<file path="src/include/dtp_pkg.sv">
// Purpose: Shared constants for the dual 8-bit timer pair with pulse generator and cascade.
// Assumes: APB slave with 32-bit data, one register per aligned word.
// Notes:   Offsets and field positions are fixed here and used by name everywhere.
package dtp_pkg;

    // -------------------------------------------------------------------------
    // Register byte offsets
    // -------------------------------------------------------------------------
    localparam logic [7:0] OFS_PAIR_CTRL  = 8'h00; // Pair control register.
    localparam logic [7:0] OFS_LOW_MODE   = 8'h04; // Low channel mode register.
    localparam logic [7:0] OFS_HIGH_MODE  = 8'h08; // High channel mode register.
    localparam logic [7:0] OFS_LOW_CYCLE  = 8'h0c; // Low channel cycle compare.
    localparam logic [7:0] OFS_HIGH_CYCLE = 8'h10; // High channel cycle compare.
    localparam logic [7:0] OFS_LOW_DUTY   = 8'h14; // Low channel duty compare.
    localparam logic [7:0] OFS_HIGH_DUTY  = 8'h18; // High channel duty compare.
    localparam logic [7:0] OFS_STATUS     = 8'h1c; // Counters and outputs, read only.

    // -------------------------------------------------------------------------
    // Pair control fields
    // -------------------------------------------------------------------------
    localparam int CTL_LOW_RUN  = 0; // Low channel run bit.
    localparam int CTL_HIGH_RUN = 1; // High channel run bit.
    localparam int CTL_CASCADE  = 2; // Cascade select bit.
    localparam int CTL_AND      = 3; // Output combine and bit.

    // -------------------------------------------------------------------------
    // Mode register fields
    // -------------------------------------------------------------------------
    localparam int MOD_CLK_LSB  = 0; // Clock select, three bits.
    localparam int MOD_EXT      = 3; // External input select bit.
    localparam int MOD_OUT_LVL  = 4; // Initial output level bit.
    localparam int MOD_BUF_EN   = 5; // Buffer enable bit.
    localparam int MOD_OPM_LSB  = 6; // Operating mode field, two bits.

    localparam logic [1:0] OPM_PPG    = 2'h2; // Pulse generator mode code.
    localparam logic [1:0] OPM_TIMER0 = 2'h0; // Interval timer code one.
    localparam logic [1:0] OPM_TIMER1 = 2'h1; // Interval timer code two.

    // -------------------------------------------------------------------------
    // Reset values
    // -------------------------------------------------------------------------
    localparam logic [7:0] RST_BYTE = 8'h00; // Every register resets to zero.
    localparam int         PRE_W    = 12;    // Prescaler width.

endpackage

</file>
<file path="src/rtl/dtp_prescale.sv">
// Purpose: Free running prescaler that yields a one-cycle tick per selected divide.
// Assumes: Clock select codes pick divide 2^11, 2^10, 2^8, 2^6, 2^4, 2^2, 2, 1.
// Notes:   Shared by both channels so their ticks stay phase aligned.
`timescale 1ns/1ps
module dtp_prescale
    import dtp_pkg::*;
(
    input  wire logic       ref_clk,    // System clock.
    input  wire logic       reset,      // Asynchronous reset, active high.
    input  wire logic [2:0] sel_a,      // Clock select for tick a.
    input  wire logic [2:0] sel_b,      // Clock select for tick b.
    output logic            tick_a,     // Count enable for a.
    output logic            tick_b      // Count enable for b.
);

    logic [PRE_W-1:0] div_q; // Divider chain.

    // Maps a select code to a rollover condition of the divider.
    function automatic logic hit(input logic [2:0] s, input logic [PRE_W-1:0] d);
        case (s)
            3'h0:    hit = &d[10:0];
            3'h1:    hit = &d[9:0];
            3'h2:    hit = &d[7:0];
            3'h3:    hit = &d[5:0];
            3'h4:    hit = &d[3:0];
            3'h5:    hit = &d[1:0];
            3'h6:    hit = d[0];
            default: hit = 1'b1;
        endcase
    endfunction

    // Divider counts every cycle.
    always_ff @(posedge ref_clk or posedge reset)
    begin
        if (reset)
        begin
            div_q <= '0;
        end
        else
        begin
            div_q <= div_q + 1'b1;
        end
    end

    assign tick_a = hit(sel_a, div_q);
    assign tick_b = hit(sel_b, div_q);

endmodule

</file>
<file path="src/rtl/dtp_timer_pair.sv">
// Purpose: Two 8-bit timers with pulse generator mode and a cascaded 16-bit timer.
// Assumes: APB slave, zero wait states; pready always high.
// Notes:   Operation
`timescale 1ns/1ps
module dtp_timer_pair
    import dtp_pkg::*;
(
    input  wire logic        ref_clk,          // System clock, 200 MHz.
    input  wire logic        reset,            // Asynchronous reset, active high.
    input  wire logic        psel,             // APB select.
    input  wire logic        penable,          // APB enable.
    input  wire logic        pwrite,           // APB direction.
    input  wire logic [7:0]  paddr,            // APB byte address.
    input  wire logic [31:0] pwdata,           // APB write data.
    output logic [31:0]      prdata,           // APB read data.
    output logic             pready,           // APB ready.
    output logic             pslverr,          // APB error.
    output logic             pulse_output_pin, // Pulse output.
    output logic             low_channel_irq,  // Low channel interrupt pulse.
    output logic             high_channel_irq  // High channel interrupt pulse.
);

    // -------------------------------------------------------------------------
    // Register state
    // -------------------------------------------------------------------------
    logic [3:0] ctrl_q;                 // Pair control register.
    logic [7:0] mode_q     [2];         // Mode registers, index 0 low, 1 high.
    logic [7:0] cyc_shd_q  [2];         // Cycle shadow, last written.
    logic [7:0] cyc_act_q  [2];         // Cycle active compare.
    logic [7:0] duty_shd_q [2];         // Duty shadow, last written.
    logic [7:0] duty_act_q [2];         // Duty active compare.
    logic [7:0] low_pend_q;             // Low byte waiting for high byte commit.
    logic [15:0] c16_shd_q;             // Combined shadow compare.
    logic [15:0] c16_act_q;             // Combined active compare.
    logic [7:0] cnt_q      [2];         // Up counters.
    logic [1:0] tff_q;                  // Channel flip-flop outputs.
    logic [1:0] irq_q;                  // Interrupt pulses.
    logic       pin_q;                  // Pin output register.
    logic [31:0] rdata_q;               // Registered read data.

    // -------------------------------------------------------------------------
    // Decode
    // -------------------------------------------------------------------------
    logic        wr_en;        // Write access phase.
    logic        rd_en;        // Read access phase.
    logic        cascade;      // Cascade select.
    logic [1:0]  run;          // Run bits.
    logic [1:0]  ppg;          // Channel is in pulse generator mode.
    logic        t16;          // Cascaded interval timer active.
    logic [1:0]  tick;         // Count ticks.
    logic [15:0] cnt16;        // Combined count.
    logic [1:0]  duty_hit;     // Duty match.
    logic [1:0]  cyc_hit;      // Cycle match.
    logic        hit16;        // 16-bit match.
    logic        c16_wr;       // High cycle byte write that commits in cascade.
    logic [1:0]  cyc_wr;       // Cycle byte write per channel.
    logic [1:0]  duty_wr;      // Duty byte write per channel.

    assign wr_en   = psel && penable && pwrite;
    assign rd_en   = psel && penable && !pwrite;
    assign cascade = ctrl_q[CTL_CASCADE];
    assign run     = ctrl_q[CTL_HIGH_RUN:CTL_LOW_RUN];
    assign cnt16   = {cnt_q[1], cnt_q[0]};
    // Cascade timer: high mode 00 or 01 and internal clock.
    assign t16     = cascade && !mode_q[1][MOD_EXT] &&
                     ((mode_q[1][MOD_OPM_LSB+:2] == OPM_TIMER0) ||
                      (mode_q[1][MOD_OPM_LSB+:2] == OPM_TIMER1));
    assign hit16   = t16 && run[1] && tick[1] && (cnt16 == c16_act_q);
    assign c16_wr  = wr_en && (paddr == OFS_HIGH_CYCLE) && cascade;

    // Shared prescaler; the cascade uses the high channel's clock select.
    dtp_prescale u_pre (
        .ref_clk (ref_clk),
        .reset   (reset),
        .sel_a   (mode_q[0][MOD_CLK_LSB+:3]),
        .sel_b   (mode_q[1][MOD_CLK_LSB+:3]),
        .tick_a  (tick[0]),
        .tick_b  (tick[1])
    );

    // -------------------------------------------------------------------------
    // Per channel decode
    // -------------------------------------------------------------------------
    genvar g;
    generate
        for (g = 0; g < 2; g++)
        begin : g_ch
            // Pulse generator mode needs mode 10, no cascade, internal clock.
            assign ppg[g]      = (mode_q[g][MOD_OPM_LSB+:2] == OPM_PPG) && !cascade &&
                                 !mode_q[g][MOD_EXT];
            // Compare against the active value each tick.
            assign duty_hit[g] = ppg[g] && run[g] && tick[g] && (cnt_q[g] == duty_act_q[g]);
            assign cyc_hit[g]  = ppg[g] && run[g] && tick[g] && (cnt_q[g] == cyc_act_q[g]);
            assign cyc_wr[g]   = wr_en && (paddr == (g ? OFS_HIGH_CYCLE : OFS_LOW_CYCLE));
            assign duty_wr[g]  = wr_en && (paddr == (g ? OFS_HIGH_DUTY : OFS_LOW_DUTY));
        end
    endgenerate

    // -------------------------------------------------------------------------
    // Control and mode registers
    // -------------------------------------------------------------------------
    // Mode writes are dropped while the owning channel runs.
    always_ff @(posedge ref_clk or posedge reset)
    begin
        if (reset)
        begin
            ctrl_q    <= '0;
            mode_q[0] <= RST_BYTE;
            mode_q[1] <= RST_BYTE;
        end
        else
        begin
            if (wr_en && paddr == OFS_PAIR_CTRL)
            begin
                ctrl_q <= pwdata[3:0];
            end
            if (wr_en && paddr == OFS_LOW_MODE && !run[0])
            begin
                mode_q[0] <= pwdata[7:0];
            end
            if (wr_en && paddr == OFS_HIGH_MODE && !run[1])
            begin
                mode_q[1] <= pwdata[7:0];
            end
        end
    end

    // -------------------------------------------------------------------------
    // 8-bit compare registers with optional double buffer
    // -------------------------------------------------------------------------
    // Shadows always hold the last write; active loads now or at the cycle irq.
    always_ff @(posedge ref_clk or posedge reset)
    begin
        if (reset)
        begin
            for (int i = 0; i < 2; i++)
            begin
                cyc_shd_q[i]  <= RST_BYTE;
                cyc_act_q[i]  <= RST_BYTE;
                duty_shd_q[i] <= RST_BYTE;
                duty_act_q[i] <= RST_BYTE;
            end
        end
        else
        begin
            for (int i = 0; i < 2; i++)
            begin
                // Buffered and running: swap in shadows on the cycle irq.
                if (mode_q[i][MOD_BUF_EN] && run[i] && cyc_hit[i])
                begin
                    cyc_act_q[i]  <= cyc_shd_q[i];
                    duty_act_q[i] <= duty_shd_q[i];
                end
                if (cyc_wr[i])
                begin
                    cyc_shd_q[i] <= pwdata[7:0];
                    // Unbuffered or stopped: active updates at once.
                    if (!mode_q[i][MOD_BUF_EN] || !run[i])
                    begin
                        cyc_act_q[i] <= pwdata[7:0];
                    end
                end
                if (duty_wr[i])
                begin
                    duty_shd_q[i] <= pwdata[7:0];
                    if (!mode_q[i][MOD_BUF_EN] || !run[i])
                    begin
                        duty_act_q[i] <= pwdata[7:0];
                    end
                end
            end
        end
    end

    // -------------------------------------------------------------------------
    // 16-bit compare with low-then-high commit
    // -------------------------------------------------------------------------
    // Low byte waits; the high byte write commits both bytes together.
    always_ff @(posedge ref_clk or posedge reset)
    begin
        if (reset)
        begin
            low_pend_q <= RST_BYTE;
            c16_shd_q  <= '0;
            c16_act_q  <= '0;
        end
        else
        begin
            if (cyc_wr[0])
            begin
                low_pend_q <= pwdata[7:0];
            end
            if (hit16 && mode_q[1][MOD_BUF_EN])
            begin
                c16_act_q <= c16_shd_q;
            end
            if (c16_wr)
            begin
                c16_shd_q <= {pwdata[7:0], low_pend_q};
                if (!mode_q[1][MOD_BUF_EN] || !run[1])
                begin
                    c16_act_q <= {pwdata[7:0], low_pend_q};
                end
            end
        end
    end

    // -------------------------------------------------------------------------
    // Counters
    // -------------------------------------------------------------------------
    // Counters tick when running in pulse generator or cascade timer mode, clear on match or stop.
    always_ff @(posedge ref_clk or posedge reset)
    begin
        if (reset)
        begin
            cnt_q[0] <= RST_BYTE;
            cnt_q[1] <= RST_BYTE;
        end
        else if (t16)
        begin
            if (!run[1] || hit16)
            begin
                {cnt_q[1], cnt_q[0]} <= '0;
            end
            else if (tick[1])
            begin
                {cnt_q[1], cnt_q[0]} <= cnt16 + 16'h0001;
            end
        end
        else
        begin
            for (int i = 0; i < 2; i++)
            begin
                if (!run[i] || cyc_hit[i])
                begin
                    cnt_q[i] <= RST_BYTE;
                end
                else if (tick[i] && ppg[i])
                begin
                    cnt_q[i] <= cnt_q[i] + 8'h01;
                end
            end
        end
    end

    // -------------------------------------------------------------------------
    // Output flip-flops and interrupts
    // -------------------------------------------------------------------------
    // Duty match inverts, cycle match returns to idle; stopped shows idle.
    always_ff @(posedge ref_clk or posedge reset)
    begin
        if (reset)
        begin
            tff_q <= '0;
            irq_q <= '0;
        end
        else
        begin
            for (int i = 0; i < 2; i++)
            begin
                if (!run[i] || cyc_hit[i])
                begin
                    tff_q[i] <= mode_q[i][MOD_OUT_LVL];
                end
                else if (duty_hit[i])
                begin
                    tff_q[i] <= !mode_q[i][MOD_OUT_LVL];
                end
            end
            irq_q[0] <= cyc_hit[0];
            irq_q[1] <= cyc_hit[1] || hit16;
        end
    end

    // Pin shows the low channel, or the AND of both when combined.
    always_ff @(posedge ref_clk or posedge reset)
    begin
        if (reset)
        begin
            pin_q <= 1'b0;
        end
        else
        begin
            pin_q <= ctrl_q[CTL_AND] ? (tff_q[0] & tff_q[1]) : tff_q[0];
        end
    end

    // -------------------------------------------------------------------------
    // APB read path
    // -------------------------------------------------------------------------
    // Compare reads return the last value written.
    always_ff @(posedge ref_clk or posedge reset)
    begin
        if (reset)
        begin
            rdata_q <= '0;
        end
        else if (psel && !penable && !pwrite)
        begin
            case (paddr)
                OFS_PAIR_CTRL:  rdata_q <= {28'h0000000, ctrl_q};
                OFS_LOW_MODE:   rdata_q <= {24'h000000, mode_q[0]};
                OFS_HIGH_MODE:  rdata_q <= {24'h000000, mode_q[1]};
                OFS_LOW_CYCLE:  rdata_q <= {24'h000000, cyc_shd_q[0]};
                OFS_HIGH_CYCLE: rdata_q <= {24'h000000, cyc_shd_q[1]};
                OFS_LOW_DUTY:   rdata_q <= {24'h000000, duty_shd_q[0]};
                OFS_HIGH_DUTY:  rdata_q <= {24'h000000, duty_shd_q[1]};
                OFS_STATUS:     rdata_q <= {14'h0000, tff_q, cnt_q[1], cnt_q[0]};
                default:        rdata_q <= '0;
            endcase
        end
    end

    assign prdata           = rdata_q;
    assign pready           = 1'b1;
    assign pslverr          = 1'b0;
    assign pulse_output_pin = pin_q;
    assign low_channel_irq  = irq_q[0];
    assign high_channel_irq = irq_q[1];

    // -------------------------------------------------------------------------
    // Assertions
    // -------------------------------------------------------------------------
    property p_stop_clears;
        @(posedge ref_clk) disable iff (reset)
        (!run[0] && !t16) |=> (cnt_q[0] == 8'h00);
    endproperty
    a_stop_clears: assert property (p_stop_clears) else $error("stopped counter not zero");

    property p_idle_level;
        @(posedge ref_clk) disable iff (reset)
        (!run[0] && !ctrl_q[CTL_AND]) [*2] |=> (pulse_output_pin == $past(mode_q[0][MOD_OUT_LVL], 2));
    endproperty
    a_idle_level: assert property (p_idle_level) else $error("stopped pin not idle");

    property p_cyc_irq;
        @(posedge ref_clk) disable iff (reset)
        cyc_hit[0] |=> low_channel_irq;
    endproperty
    a_cyc_irq: assert property (p_cyc_irq) else $error("cycle match lacks irq");

    property p_mode_lock;
        @(posedge ref_clk) disable iff (reset)
        run[0] && $past(run[0]) |-> $stable(mode_q[0]);
    endproperty
    a_mode_lock: assert property (p_mode_lock) else $error("mode changed while running");

    property p_duty_flip;
        @(posedge ref_clk) disable iff (reset)
        (duty_hit[0] && !cyc_hit[0]) |=> (tff_q[0] != mode_q[0][MOD_OUT_LVL]);
    endproperty
    a_duty_flip: assert property (p_duty_flip) else $error("duty match no invert");

    property p_hit16;
        @(posedge ref_clk) disable iff (reset)
        hit16 |=> (cnt16 == 16'h0000) && high_channel_irq;
    endproperty
    a_hit16: assert property (p_hit16) else $error("16-bit match no clear");

    property p_c16_now;
        @(posedge ref_clk) disable iff (reset)
        (c16_wr && !run[1]) |=> (c16_act_q == c16_shd_q);
    endproperty
    a_c16_now: assert property (p_c16_now) else $error("stopped 16-bit write not applied");

    property p_buf_hold;
        @(posedge ref_clk) disable iff (reset)
        (duty_wr[0] && run[0] && mode_q[0][MOD_BUF_EN] && !cyc_hit[0]) |=> $stable(duty_act_q[0]);
    endproperty
    a_buf_hold: assert property (p_buf_hold) else $error("buffered write applied early");

endmodule

</file>
<file path="config.mk">
export PLATFORM = sky130hd
export DESIGN_NAME = dtp_timer_pair
export DESIGN_NICKNAME = d
export VERILOG_FILES = /design/src/include/dtp_pkg.sv /design/src/rtl/dtp_prescale.sv /design/src/rtl/dtp_timer_pair.sv
export SDC_FILE = /design/constraint.sdc
export NUM_CORES = 1
export LEC_CHECK = 0
export BUFFER_PORTS_ARGS = -buffer_cell sky130_fd_sc_hd__buf_4
export CAP_MARGIN = 20
export CORE_MARGIN = 1
export CORE_UTILIZATION = 25
export DETAILED_ROUTE_END_ITERATION = 12
export PLACE_DENSITY = 0.49
export SLEW_MARGIN = 25
export SYNTH_ARGS = -nofsm -noshare
export SYNTH_HDL_FRONTEND = slang
export SYNTH_SLANG_ARGS = --single-unit
</file>
<file path="constraint.sdc">
create_clock -name ref_clk -period 7.3 [get_ports ref_clk]
set_clock_uncertainty 0.15 [all_clocks]
set_input_delay 1.095 -clock ref_clk [delete_from_list [all_inputs] [get_ports ref_clk]]
set_output_delay 1.095 -clock ref_clk [all_outputs]
set_load 0.02 [all_outputs]
</file>
==> flow_summary_export.csv <==
group,metric,value,unit
drt,drtAntennaViolNets,0,
synth,synth_top_area_share,49.4,%
worst_hold_path,hold_class,"register to register",
global_route,grt-busiest-layer,"met2",
synth,synthMuxAreaShare,12.5,%
clock_network,cts_buffer_depth,2,
synth,synth_warnings,0,
power,vdd_drop_max,0.000112,V
critical_path,r2r_end,"cnt16[0]$_DFFE_PP0P_",
place,gp_congestion,0.859,
synth,ys_ff_latch,166,
critical_path,end_kind,"register",
sta,final-hold-violation-count,0,
final_layout,fin_area,9730,um^2
sta,fin_crit_sh,53.1,%
global_route,grt_pass1_vias,6222,
drt,via_count,6337,
power,power_density,201,nW/um^2
critical_path,crit_slowest_cell,"a41oi_1",
sta,final_max_slew_viol_count,0,
worst_hold_path,min_to,"u_pre.div_q[9]$_DFF_PP0_",
critical_path,critPathKind,"register to register",
synth,yosys-top-cells-area,"dfrtp_1 (49%), mux2_2 (9.1%), nor2_1 (4.4%), xor2_1 (4.4%), mux2i_1 (3.3%)",
outcome,status,"finished, final reports clean",
global_route,antenna_found_initial,0,
critical_path,start_kind,"register",
final_layout,finalNonFillerCells,1287,
synth,ys_top_cells_by_count,"dfrtp_1 (166), nor2_1 (98), mux2_2 (68)",
synth,synth_xor_xnor_area_share,5.94,%
critical_path,path_cells,"ha_1 > nand2_1 > nor2_1 > a41oi_1 > a311oi_2 > o22ai_2 > nor3b_1 > mux2_2",
critical_path,r2r_setup_slack,3420,ps
global_route,grt_first_pass_wirelength,38.2,mm
floorplan,die_area,34300,um^2
drt,viasPerCell,4.92,
clock_network,numClockSinks,166,
sta,rsz0062_at_grt,"no",
clock_network,cts_buffers,17,
sta,slew_headroom,36.7,%
clock_network,cts.repair.resized,0,
floorplan,fp-row-count,66,
global_route,use_met3,2.73,%
synth,yosys.area_share.simple,14.1,%
final_layout,syn_to_final_growth,15.9,%
worst_hold_path,hp-start,"u_pre.div_q[9]$_DFF_PP0_",
place,placed_cell_area,9110,um^2
floorplan,ioPinCount,82,
floorplan,initial_core_util,25.6,%
sta,max_freq,258,MHz
drt,drt_iter0_drc,523,
final_layout,layout-drive-gt1-share,19.8,%
synth,synthArstFlopShare,100,%
final_layout,multi_input_area,3970,um^2
clock_network,cts_root_buf,"clkbuf_16",
drt,wl_per_cell,19.1,um
floorplan,coreArea,32800,um^2
synth,synth_top_family_by_area,"simple AND/OR/NAND/NOR gates",
synth,ys.flop_type,"dfrtp_1",
synth,synthCells,809,
final_layout,final_util,29.7,%
final_layout,insertedDiodeCount,0,
global_route,grt_usage,15.0,%
drt,totalWireLength,24.6,mm
clock_network,postCtsSetupBuffers,0,
critical_path,r2r_cells,8,
global_route,grt_max_degree,100,
clock_network,clk_pin_slew,70,ps
floorplan,die_y,185,um
drt,first_pass_iters,5,
critical_path,critPathRequiredTime,7530,ps
floorplan,die-width,185,um
worst_hold_path,hold_depth,1,
clock_network,htreeDepth,4,
synth,yosysSeqAreaShare,49.4,%
sta,finalSetupViolations,0,
place,io_buffers,41,
synth,synth_edf_count,0,
clock_network,clk_latency,440,ps
critical_path,crit_start,"u_pre.div_q[0]$_DFF_PP0_",
synth,ys_types,65,
global_route,grtUsageMet2,22.2,%
synth,syn-cell-area,8400,um^2
final_layout,regArea,4150,um^2
sta,layout_min_cycle_time,3880,ps
sta,setup_slack,3420,ps
critical_path,critPathArrivalTime,4110,ps
drt,drc,0,
synth,yosysMostFrequentCell,"dfrtp_1",
place,dp_slack,3110,ps
synth,synth_compound_area_share,13.4,%
clock_network,cts_tree,"yes",
critical_path,r2r_start,"u_pre.div_q[0]$_DFF_PP0_",
clock_network,cts_hold_buf,0,
job,cap_violations,0,
critical_path,cp_max_fo,8,
sta,setup_tns,0,ps
power,power.leakage,0.00452,uW
synth,synth_top_area_cell,"dfrtp_1",
place,dp_hpwl,17.1,mm
critical_path,max_stage_delay,810,ps
synth,syn_avg_cell_area,10.4,um^2
sta,worst-slew-pin-transition,937,ps
global_route,grt_overflow,0,
final_layout,fin_nets,880,
synth,synth_fa_ha_area_share,0.447,%
global_route,grt_use_met1,21.6,%
place,dp_cells,1254,
final_layout,fill_cells,3426,
-- per-layer routing --
layer | vias to the layer above | part of all wire, %
met2 | 185 | 43
met3 | 34 | 4.7
met1 | 3182 | 50
met4 | 0 | 2.1
li1 | 2936 | -
met5 | - | 0
-- stage by stage --
step	power, uW	hold slack [ps]
floorplan	1010	295
global placement	1030	314
detailed placement	1040	313
CTS	1980	330
global route	2030	333
finish	1960	323
-- cell type report --
class | count | area share, %
clock inverters | 10 | 1.50
flip-flops and latches | 166 | 42.7
clock buffers | 22 | 4.77
multi-input cells | 581 | 40.7
inverters | 14 | 0.591
repair buffers | 52 | 4.05
well taps | 442 | 5.68
-- report_power, final --
group          leakage (uW)  switching [uW]  internal [uW]
registers           0.00216            10.3            929
clock network      0.000283             383            559
logic               0.00208            58.2           20.8
total               0.00452             451           1510
-- worst max path at each step --
stage,to,slack (ps),depth (start not counted)
3_5_place_dp,mode_q[11]$_DFFE_PP0P_,3110,6
4_1_cts,duty_act_q[4]$_DFF_PP0_,3340,8
3_3_place_gp,mode_q[15]$_DFFE_PP0P_,3190,6
5_1_grt,cnt16[6]$_DFFE_PP0P_,3150,8
2_1_floorplan,c16_act_q[0]$_DFF_PP0_,1560,1
6_report,cnt16[0]$_DFFE_PP0P_,3420,8
-- sequential cells by signal, indices dropped and copies added (netlist names), 4 cells and up --
name         flops
mode_q          16
cyc_shd_q        8
prdata          18
u_pre.div_q     11
c16_shd_q       16
cyc_act_q       16
duty_shd_q      16
low_pend_q       8
ctrl_q           4
duty_act_q      16
c16_act_q       16
cnt16           16
-- cells in the final DEF, fill, tap and decap left out, types with 11 or more instances in the layout --
cell type    n
a21oi_1     38
a22oi_1     18
a31oi_1     11
buf_4       51
clkbuf_16   17
conb_1      16
dfrtp_1    166
inv_1       12
mux2_2      68
mux2i_1     28
nand2_1     52
nand3_1     21
nor2_1      98
nor4_1      15
o21ai_0     17
o22ai_1     22
xnor2_1     15
xor2_1      42
-- worst max-delay path: cells and delay by family (launching register included) --
family,cells,cell delay (ps)
multiplexers,1,300
AND/OR/NAND/NOR,3,1040
adder cells (fa/ha/maj),1,310
AO/OA/AOI/OAI,3,1580
flip-flops,1,440
-- cells by family (layout without fill, tap and decap cells) --
| kind of cell | after synthesis | in the layout |
|---|---|---|
| and+or+nand+nor | 246 | 246 |
| DFF | 166 | 166 |
| AOI/OAI and AO/OA | 163 | 163 |
| muxes | 96 | 96 |
| buffers and inverters | 76 | 98 |
| xor gates and xnor gates | 57 | 57 |
| adders and majority gates | 3 | 3 |
| other | 2 | 16 |
(Power assumes the default switching activity.)
